--- src/hdl/plec_defines.vh ---
`ifndef PLEC_DEFINES_VH
`define PLEC_DEFINES_VH
// ==========================================
// register byte offsets
`define PLEC_OFF_STATUS 12'h000
`define PLEC_OFF_MASK 12'h004
`define PLEC_OFF_CTRL 12'h008
`define PLEC_OFF_CPLCFG 12'h00c
`define PLEC_OFF_CPLHDR 12'h010
`define PLEC_OFF_COUNT 12'h014
// ==========================================
// event bit positions in status and mask
`define PLEC_EV_RXPORT 0
`define PLEC_EV_BADTLP 1
`define PLEC_EV_BADDLLP 2
`define PLEC_EV_REPTMR 3
`define PLEC_EV_REPROLL 4
`define PLEC_EV_DLPROT 5
`define PLEC_NUM_EV 6
// ==========================================
// control bits
`define PLEC_CTRL_PHY_EN 0
`define PLEC_CTRL_TAG32 1
`define PLEC_CTRL_RESET 32'h0000_0001
// ==========================================
// severity codes
`define PLEC_SEV_NONE 2'h0
`define PLEC_SEV_CORR 2'h1
`define PLEC_SEV_NONFATAL 2'h2
`define PLEC_SEV_FATAL 2'h3
// ==========================================
// receive status codes and completion sizing
`define PLEC_RXS_DECODE 3'h4
`define PLEC_RXS_EBOVF 3'h5
`define PLEC_RXS_EBUNF 3'h6
`define PLEC_RXS_DISP 3'h7
`define PLEC_RCB_SHIFT 6
`define PLEC_CPL_BYTES_RESET 32'h0000_4000
`endif

--- src/hdl/plec_count_mem.v ---
`timescale 1ns/1ps
// ==========================================
// per-event error counters, registered read
module plec_count_mem #(
    parameter NUM = 6,
    parameter AW = 3
) (
    input wire aclk,
    input wire aresetn,
    input wire [NUM-1:0] inc,
    input wire [AW-1:0] rd_idx,
    output reg [15:0] rd_data
);
    reg [15:0] cnt [0:NUM-1];
    genvar i;
    // one saturating counter per event
    generate
        for (i = 0; i < NUM; i = i + 1) begin : g_cnt
            always @(posedge aclk) begin
                if (!aresetn) begin
                    cnt[i] <= 16'h0000;
                end else if (inc[i] && cnt[i] != 16'hffff) begin
                    cnt[i] <= cnt[i] + 16'h0001;
                end
            end
        end
    endgenerate
    // registered read port
    always @(posedge aclk) begin
        if (!aresetn) begin
            rd_data <= 16'h0000;
        end else if (rd_idx < NUM) begin
            rd_data <= cnt[rd_idx];
        end else begin
            rd_data <= 16'h0000;
        end
    end
endmodule // plec_count_mem

--- src/hdl/plec_error_classifier.v ---
`timescale 1ns/1ps
`include "plec_defines.vh"
module plec_error_classifier #(
    parameter LANES = 8
) (
    input wire aclk,
    input wire aresetn,
    // per-lane and link-wide physical inputs from the transceiver domain
    input wire [3*LANES-1:0] rx_status,
    input wire [LANES-1:0] lane_in_l0,
    input wire deskew_overflow,
    input wire ctrl_symbol_wrong_lane,
    // data link layer events, same clock
    input wire tlp_lcrc_fail,
    input wire tlp_seq_error,
    input wire dllp_crc_fail,
    input wire replay_timer_expired,
    input wire replay_count_wrap,
    input wire ack_received,
    input wire [11:0] acknowledged_sequence_number,
    input wire [11:0] oldest_unacked_seq,
    input wire [11:0] next_tx_seq,
    // error reporting outputs
    output reg err_valid,
    output reg [1:0] err_severity,
    output reg [5:0] err_events,
    output reg err_basic_corr,
    output reg err_basic_fatal,
    output reg err_adv_log,
    output reg cpl_credit_infinite,
    output reg [31:0] cpl_hdr_credits,
    output reg tag_limit_32,
    output reg irq,
    // axi4-lite slave
    input wire [11:0] s_axi_awaddr,
    input wire s_axi_awvalid,
    output reg s_axi_awready,
    input wire [31:0] s_axi_wdata,
    input wire [3:0] s_axi_wstrb,
    input wire s_axi_wvalid,
    output reg s_axi_wready,
    output reg [1:0] s_axi_bresp,
    output reg s_axi_bvalid,
    input wire s_axi_bready,
    input wire [11:0] s_axi_araddr,
    input wire s_axi_arvalid,
    output reg s_axi_arready,
    output reg [31:0] s_axi_rdata,
    output reg [1:0] s_axi_rresp,
    output reg s_axi_rvalid,
    input wire s_axi_rready
);
    localparam NE = `PLEC_NUM_EV;
    localparam RD_IDLE = 2'h0;
    localparam RD_WAIT = 2'h1;
    localparam RD_DONE = 2'h2;

    reg [3*LANES-1:0] rxs_s1;
    reg [3*LANES-1:0] rxs_s2;
    reg [LANES-1:0] l0_s1;
    reg [LANES-1:0] l0_s2;
    reg [1:0] dsk_s;
    reg [1:0] csym_s;
    reg [NE-1:0] status;
    reg [NE-1:0] mask;
    reg [31:0] ctrl;
    reg [31:0] cpl_bytes;
    reg [1:0] rd_state;
    reg [11:0] rd_addr;
    reg [11:0] aw_addr;
    reg aw_held;
    reg [31:0] w_data;
    reg [3:0] w_strb;
    reg w_held;
    wire [15:0] cnt_rd;
    wire [2:0] cnt_idx;
    wire [LANES-1:0] lane_err;
    wire phy_en;
    wire rx_port_err;
    wire ack_in_window;
    wire [11:0] ack_dist;
    wire [11:0] win_len;
    wire [NE-1:0] detect;
    wire wr_fire;
    wire [31:0] wmask;
    reg [1:0] next_sev;

    // ==========================================
    // synchronisers for transceiver-side inputs
    always @(posedge aclk) begin
        if (!aresetn) begin
            rxs_s1 <= {3*LANES{1'b0}};
            rxs_s2 <= {3*LANES{1'b0}};
            l0_s1 <= {LANES{1'b0}};
            l0_s2 <= {LANES{1'b0}};
            dsk_s <= 2'h0;
            csym_s <= 2'h0;
        end else begin
            rxs_s1 <= rx_status;
            rxs_s2 <= rxs_s1;
            l0_s1 <= lane_in_l0;
            l0_s2 <= l0_s1;
            dsk_s <= {dsk_s[0], deskew_overflow};
            csym_s <= {csym_s[0], ctrl_symbol_wrong_lane};
        end
    end

    // ==========================================
    // physical layer detection
    genvar ln;
    generate
        for (ln = 0; ln < LANES; ln = ln + 1) begin : g_lane
            // codes with msb set are all errors: decode, buffer overflow/underflow, disparity
            assign lane_err[ln] = l0_s2[ln] && rxs_s2[3*ln+2];
        end
    endgenerate
    assign phy_en = ctrl[`PLEC_CTRL_PHY_EN];
    assign rx_port_err = phy_en && ((|lane_err) || dsk_s[1] || csym_s[1]);

    // ==========================================
    // data link layer detection
    // ack must fall within oldest unacked - 1 .. next_tx - 1 (modulo 4096)
    assign win_len = next_tx_seq - oldest_unacked_seq;
    assign ack_dist = acknowledged_sequence_number - oldest_unacked_seq + 12'h001;
    assign ack_in_window = ack_dist <= win_len;
    assign detect[`PLEC_EV_RXPORT] = rx_port_err;
    assign detect[`PLEC_EV_BADTLP] = tlp_lcrc_fail || tlp_seq_error;
    assign detect[`PLEC_EV_BADDLLP] = dllp_crc_fail;
    assign detect[`PLEC_EV_REPTMR] = replay_timer_expired;
    assign detect[`PLEC_EV_REPROLL] = replay_count_wrap;
    assign detect[`PLEC_EV_DLPROT] = ack_received && !ack_in_window;

    // severity class of the detected set, fatal dominates
    always @* begin
        if (detect[`PLEC_EV_DLPROT]) begin
            next_sev = `PLEC_SEV_FATAL;
        end else if (|detect) begin
            next_sev = `PLEC_SEV_CORR;
        end else begin
            next_sev = `PLEC_SEV_NONE;
        end
    end

    // ==========================================
    // reporting outputs, one cycle after detection
    always @(posedge aclk) begin
        if (!aresetn) begin
            err_valid <= 1'b0;
            err_severity <= `PLEC_SEV_NONE;
            err_events <= 6'h00;
            err_basic_corr <= 1'b0;
            err_basic_fatal <= 1'b0;
            err_adv_log <= 1'b0;
        end else begin
            err_valid <= |detect;
            err_severity <= next_sev;
            err_events <= detect;
            // basic signalling per class plus advanced log strobe
            err_basic_corr <= |detect[`PLEC_EV_REPROLL:`PLEC_EV_RXPORT];
            err_basic_fatal <= detect[`PLEC_EV_DLPROT];
            err_adv_log <= |detect;
        end
    end

    // ==========================================
    // completion credit and tag outputs
    always @(posedge aclk) begin
        if (!aresetn) begin
            cpl_credit_infinite <= 1'b0;
            cpl_hdr_credits <= 32'h0000_0000;
            tag_limit_32 <= 1'b0;
        end else begin
            cpl_credit_infinite <= 1'b1;
            cpl_hdr_credits <= cpl_bytes >> `PLEC_RCB_SHIFT;
            tag_limit_32 <= ctrl[`PLEC_CTRL_TAG32];
        end
    end

    // ==========================================
    // axi4-lite write path
    assign wr_fire = aw_held && w_held && !s_axi_bvalid;
    assign wmask = {{8{w_strb[3]}}, {8{w_strb[2]}}, {8{w_strb[1]}}, {8{w_strb[0]}}};
    always @(posedge aclk) begin
        if (!aresetn) begin
            s_axi_awready <= 1'b1;
            s_axi_wready <= 1'b1;
            s_axi_bvalid <= 1'b0;
            s_axi_bresp <= 2'h0;
            aw_held <= 1'b0;
            w_held <= 1'b0;
            aw_addr <= 12'h000;
            w_data <= 32'h0000_0000;
            w_strb <= 4'h0;
            mask <= {NE{1'b0}};
            ctrl <= `PLEC_CTRL_RESET;
            cpl_bytes <= `PLEC_CPL_BYTES_RESET;
        end else begin
            // accept address and data in either order
            if (s_axi_awvalid && s_axi_awready) begin
                aw_addr <= s_axi_awaddr;
                aw_held <= 1'b1;
                s_axi_awready <= 1'b0;
            end
            if (s_axi_wvalid && s_axi_wready) begin
                w_data <= s_axi_wdata;
                w_strb <= s_axi_wstrb;
                w_held <= 1'b1;
                s_axi_wready <= 1'b0;
            end
            if (wr_fire) begin
                aw_held <= 1'b0;
                w_held <= 1'b0;
                s_axi_bvalid <= 1'b1;
                s_axi_bresp <= 2'h0;
                case (aw_addr)
                    `PLEC_OFF_STATUS: begin
                    end
                    `PLEC_OFF_MASK: begin
                        mask <= (mask & ~wmask[NE-1:0]) | (w_data[NE-1:0] & wmask[NE-1:0]);
                    end
                    `PLEC_OFF_CTRL: begin
                        ctrl <= (ctrl & ~wmask) | (w_data & wmask & 32'h0000_0003);
                    end
                    `PLEC_OFF_CPLCFG: begin
                        cpl_bytes <= (cpl_bytes & ~wmask) | (w_data & wmask);
                    end
                    default: begin
                        s_axi_bresp <= 2'h2; // unmapped or read-only
                    end
                endcase
            end
            if (s_axi_bvalid && s_axi_bready) begin
                s_axi_bvalid <= 1'b0;
                s_axi_awready <= 1'b1;
                s_axi_wready <= 1'b1;
            end
        end
    end

    // ==========================================
    // sticky status, set wins over write-one-to-clear
    always @(posedge aclk) begin
        if (!aresetn) begin
            status <= {NE{1'b0}};
            irq <= 1'b0;
        end else begin
            if (wr_fire && aw_addr == `PLEC_OFF_STATUS) begin
                status <= (status & ~(w_data[NE-1:0] & wmask[NE-1:0])) | detect;
            end else begin
                status <= status | detect;
            end
            irq <= |(status & mask);
        end
    end

    // ==========================================
    // axi4-lite read path, two cycles to allow counter read
    // counter index follows the bus address while idle, so data is ready in RD_WAIT
    assign cnt_idx = (rd_state == RD_IDLE) ? s_axi_araddr[4:2] : rd_addr[4:2];
    plec_count_mem #(
        .NUM(NE),
        .AW(3)
    ) u_cnt (
        .aclk(aclk),
        .aresetn(aresetn),
        .inc(detect),
        .rd_idx(cnt_idx),
        .rd_data(cnt_rd)
    );
    always @(posedge aclk) begin
        if (!aresetn) begin
            rd_state <= RD_IDLE;
            rd_addr <= 12'h000;
            s_axi_arready <= 1'b1;
            s_axi_rvalid <= 1'b0;
            s_axi_rdata <= 32'h0000_0000;
            s_axi_rresp <= 2'h0;
        end else begin
            case (rd_state)
                RD_IDLE: begin
                    if (s_axi_arvalid) begin
                        rd_addr <= s_axi_araddr;
                        s_axi_arready <= 1'b0;
                        rd_state <= RD_WAIT;
                    end
                end
                RD_WAIT: begin
                    s_axi_rvalid <= 1'b1;
                    s_axi_rresp <= 2'h0;
                    rd_state <= RD_DONE;
                    case (rd_addr[11:5])
                        7'h00: begin
                            case (rd_addr[4:0])
                                5'h00: s_axi_rdata <= {26'h0, status};
                                5'h04: s_axi_rdata <= {26'h0, mask};
                                5'h08: s_axi_rdata <= ctrl;
                                5'h0c: s_axi_rdata <= cpl_bytes;
                                5'h10: s_axi_rdata <= cpl_hdr_credits;
                                default: begin
                                    s_axi_rdata <= 32'h0000_0000;
                                    s_axi_rresp <= 2'h2;
                                end
                            endcase
                        end
                        7'h01: begin
                            // counters at 0x020 + 4*event
                            s_axi_rdata <= {16'h0000, cnt_rd};
                        end
                        default: begin
                            s_axi_rdata <= 32'h0000_0000;
                            s_axi_rresp <= 2'h2;
                        end
                    endcase
                end
                RD_DONE: begin
                    if (s_axi_rready) begin
                        s_axi_rvalid <= 1'b0;
                        s_axi_arready <= 1'b1;
                        rd_state <= RD_IDLE;
                    end
                end
                default: begin
                    rd_state <= RD_IDLE;
                end
            endcase
        end
    end
endmodule // plec_error_classifier

--- config.mk ---
export PLATFORM = sky130hd
export DESIGN_NAME = plec_error_classifier
export DESIGN_NICKNAME = d
export VERILOG_FILES = /design/src/hdl/plec_count_mem.v /design/src/hdl/plec_error_classifier.v
export VERILOG_INCLUDE_DIRS = /design/src /design/src/hdl
export SDC_FILE = /design/constraint.sdc
export NUM_CORES = 1
export LEC_CHECK = 0
export ABC_AREA = 1
export BUFFER_PORTS_ARGS = -buffer_cell sky130_fd_sc_hd__buf_2
export CAP_MARGIN = 20
export CORE_MARGIN = 2
export CORE_UTILIZATION = 55
export DETAILED_ROUTE_END_ITERATION = 16
export GPL_ROUTABILITY_DRIVEN = 0
export PLACE_DENSITY = 0.76
export SYNTH_ARGS = -nofsm -noshare
export SYNTH_HDL_FRONTEND = slang
export SYNTH_HIERARCHICAL = 1
export SYNTH_SLANG_ARGS = --single-unit
--- constraint.sdc ---
create_clock -name aclk -period 7.6 [get_ports aclk]
set_input_delay 0.76 -clock aclk [delete_from_list [all_inputs] [get_ports aclk]]
set_output_delay 0.76 -clock aclk [all_outputs]
set_load 0.05 [all_outputs]
==> load_flow_metrics.sql <==
INSERT INTO impl_metrics (metric_group, metric, value, unit) VALUES
('clocking', 'post_cts.resized_instances', '0', ''),
('worst_setup_path', 'combined_buffer_and_inverter_count_along_the_critical_path', '5', ''),
('clocking', 'worst_setup_hold_path_clk_slew', '0.06', 'ns'),
('worst_setup_path', 'cp-endpoint', 'u_cnt/cnt[5][12]', ''),
('worst_setup_path', 'critPathMaxFanout', '16', ''),
('timing', 'rsz_0062_raised_after_global_routing', 'no', ''),
('pwr', 'power_per_cell_area', '239.8', 'nW/um^2'),
('detailed_routing', 'vias', '16280', ''),
('timing', 'timing.final.hold_violations', '0', ''),
('worst_setup_path', 'largest_delay_share_family_worst_path', 'simple AND/OR/NAND/NOR gates', ''),
('synthesis', 'netlist_area', '18230', 'sq um'),
('min_path', 'min-delay-start', 'l0_s1[1]', ''),
('clocking', 'insertion_delay', '0.53', 'ns'),
('worst_setup_path', 'cpMaxStageDelayCell', 'sky130_fd_sc_hd__nand2_1', ''),
('grt', 'track_usage', '26.48', '%'),
('clocking', 'htree_num_levels', '2', ''),
('synthesis', 'synth.cells.most_frequent', '530 x sky130_fd_sc_hd__nand2_1, 306 x sky130_fd_sc_hd__inv_1, 291 x sky130_fd_sc_hd__nor2_1', ''),
('synthesis', 'post_synth_num_cell_types', '50', ''),
('clocking', 'ctsLongestPathBuffers', '3', ''),
('min_path', 'min_path_type', 'register to register', ''),
('final_layout', 'layout.cells.non_filler', '3022', ''),
('run', 'max_cap_violations', '0', ''),
('worst_setup_path', 'r2r.worst_path.cells', '9', ''),
('placement', 'portBuffers', '206', ''),
('placement', 'detailedPlacementHpwl', '33.06', 'mm'),
('synthesis', 'synthesis.yosys.warnings', '6', ''),
('floorplanning', 'fp-row-count', '66', ''),
('worst_setup_path', 'critical-path-top-cell-by-count', 'sky130_fd_sc_hd__nand2_1', ''),
('clocking', 'cts.root.buffer_cell', 'sky130_fd_sc_hd__clkbuf_16', ''),
('worst_setup_path', 'cpPeakStageDelay', '0.51', 'ns'),
('outcome', 'status', 'finished clean', ''),
('final_layout', 'post_route_cells_drive_above_1_share', '14.27', '%'),
('synthesis', 'yosys.area.top_type', 'sky130_fd_sc_hd__dfxtp_1', ''),
('synthesis', 'synth_most_common_cell', 'sky130_fd_sc_hd__nand2_1', ''),
('worst_setup_path', 'endpoint_kind', 'register', ''),
('worst_setup_path', 'worst_endpoint_data_arrival_time', '4.06', 'ns'),
('worst_setup_path', 'worst-path-stages', '22', ''),
('grt', 'vias_in_the_first_global_route', '15130', ''),
('worst_setup_path', 'critPathLaunch', 'oldest_unacked_seq[1]', ''),
('timing', 'setup_tns', '0', 'ns'),
('synthesis', 'synth_seq_cells', '365', ''),
('final_layout', 'layout.nets', '2741', ''),
('detailed_routing', 'dr.first_iter.drc_count', '1404', ''),
('clocking', 'cts.sinks', '365', ''),
('detailed_routing', 'postRouteAntennaNets', '0', ''),
('synthesis', 'synth_ff_type', 'sky130_fd_sc_hd__dfxtp_1', ''),
('floorplanning', 'dieWidth', '186.1', 'um'),
('grt', 'grt_first_pass_wirelength', '73.91', 'mm'),
('grt', 'largest_net_degree_at_the_start_of_global_routing', '87', ''),
('final_layout', 'syn2layout_area_growth', '14.05', '%'),
('final_layout', 'filler_cell_count', '2811', ''),
('timing', 'slew_limit_fails', '0', ''),
('detailed_routing', 'detail_route.vias_per_cell', '5.387', ''),
('detailed_routing', 'totalWireLength', '46.26', 'mm'),
('timing', 'clock_skew', '0.02355', 'ns'),
('worst_setup_path', 'timing.reg2reg.setup_slack', '4.60', 'ns'),
('floorplanning', 'core_area', '32620', 'sq um'),
('synthesis', 'synth.yosys.seq_area_share', '45.35', '%'),
('worst_setup_path', 'worst_r2r_startpoint', 'rd_state[1]', ''),
('pwr', 'power.static_leakage', '9.563', 'nW'),
('floorplanning', 'floorplan.die_area', '34620', 'sq um'),
('clocking', 'hold_buffers', '0', ''),
('timing', 'timing.slew.headroom', '39.47', '%'),
('timing', 'worstMarginPinSlew', '0.9069', 'ns'),
('floorplanning', 'initial_cell_density_of_the_core', '55.89', '%'),
('clocking', 'cts_inserted_buffers', '40', ''),
('synthesis', 'synth_cells', '2389', ''),
('grt', 'global_route.overflow_total', '0', ''),
('floorplanning', 'io_pins', '231', ''),
('timing', 'setup_viol', '0', ''),
('grt', 'antenna_found_initial', '2', '');
-- cell type report --
type	instances	area [sq um]	area share, %
Inverter	315	1185	5.699
Sequential cell	365	8268	39.77
Antenna cell	2	5.005	0.02407
Clock buffer	62	1257	6.048
Timing Repair Buffer	218	1140	5.482
Tap cell	442	553.0	2.660
Clock inverter	11	171.4	0.8245
Multi-Input combinational cell	1607	8212	39.50
-- cells by family after synthesis --
group | synth area share, %
compound gates | 11.29
xor+xnor | 2.594
fa+ha+maj | 3.583
buf+inv | 9.870
flops | 45.35
other cells | 0.02057
simple gates | 27.29
-- where the power goes --
group / internal [mW] / switching, mW / total (mW) / leakage, nW
combinational: 0.222 / 0.490 / 0.712 / 5.60
sequential: 2.12 / 0.0973 / 2.22 / 3.26
clock: 1.28 / 0.780 / 2.06 / 0.707
-- metrics by stage --
| step | util [%] | hold slack, ns | area (sq um) | power, mW | setup slack (ns) |
|---|---|---|---|---|---|
| floorplan | - | 0.3905 | 18260 | 2.767 | 3.846 |
| finish | 63.74 | 0.4040 | 20790 | 4.986 | 3.700 |
| global placement | 59.28 | 0.3927 | 19340 | 2.936 | 3.204 |
| global route | 63.72 | 0.4212 | 20790 | 5.199 | 3.348 |
| CTS | 63.66 | 0.3941 | 20770 | 5.005 | 3.694 |
| detailed placement | 59.28 | 0.3956 | 19340 | 2.956 | 3.144 |
-- placed cells by master, fill, tap and decap left out, types with 3 or more instances in the layout --
master	netlist	final
sky130_fd_sc_hd__a21oi_1	151	151
sky130_fd_sc_hd__a21oi_2	16	16
sky130_fd_sc_hd__a31oi_1	3	3
sky130_fd_sc_hd__buf_2	31	205
sky130_fd_sc_hd__buf_4	16	11
sky130_fd_sc_hd__bufinv_16	0	4
sky130_fd_sc_hd__clkbuf_1	45	8
sky130_fd_sc_hd__clkbuf_16	0	43
sky130_fd_sc_hd__clkbuf_8	1	11
sky130_fd_sc_hd__clkinv_1	4	3
sky130_fd_sc_hd__clkinv_2	0	4
sky130_fd_sc_hd__conb_1	1	8
sky130_fd_sc_hd__dfxtp_1	269	269
sky130_fd_sc_hd__edfxtp_1	96	96
sky130_fd_sc_hd__ha_1	49	49
sky130_fd_sc_hd__inv_1	306	306
sky130_fd_sc_hd__inv_2	4	5
sky130_fd_sc_hd__nand2_1	530	530
sky130_fd_sc_hd__nand2_2	16	16
sky130_fd_sc_hd__nand2_4	4	4
sky130_fd_sc_hd__nand3_1	141	141
sky130_fd_sc_hd__nand3_2	14	14
sky130_fd_sc_hd__nand3_4	4	4
sky130_fd_sc_hd__nand3b_1	3	3
sky130_fd_sc_hd__nand4_1	87	87
sky130_fd_sc_hd__nor2_1	291	290
sky130_fd_sc_hd__nor2_2	8	8
sky130_fd_sc_hd__nor2_4	7	8
sky130_fd_sc_hd__nor3_1	10	10
sky130_fd_sc_hd__o211ai_1	36	36
sky130_fd_sc_hd__o21ai_0	138	136
sky130_fd_sc_hd__o21ai_1	3	3
sky130_fd_sc_hd__o21bai_1	12	12
sky130_fd_sc_hd__o22ai_1	6	6
sky130_fd_sc_hd__or2_2	3	3
sky130_fd_sc_hd__xnor2_1	24	24
sky130_fd_sc_hd__xor2_1	30	30
-- how the worst min path moves through the flow --
| stage | endpoint | cells past startpoint |
|---|---|---|
| 2_1_floorplan | csym_s[1] | 2 |
| 6_report | l0_s2[1] | 2 |
| 5_1_grt | l0_s1[3] | 3 |
| 4_1_cts | l0_s1[4] | 3 |
| 3_5_place_dp | l0_s2[1] | 2 |
| 3_3_place_gp | csym_s[1] | 2 |
-- layer usage --
layer	vias to the layer above	global-route usage [%]	share of wire [%]	wire length (um)
li1	8062	-	-	-
met1	7534	32.62	41	18930
met2	582	47.15	49	22530
met3	101	3.933	7.0	3229
met4	2	9.102	3.4	1551
met5	-	0	0.035	16
-- worst register-to-register path, delay by kind of cell (launching register included) --
family | cells | cell delay (ns)
AND/OR/NAND/NOR | 4 | 0.97
flip-flops | 1 | 0.33
buffers and inverters | 2 | 1.00
AO/OA/AOI/OAI | 3 | 0.57
No activity file was read; power rests on OpenSTA's default activity.
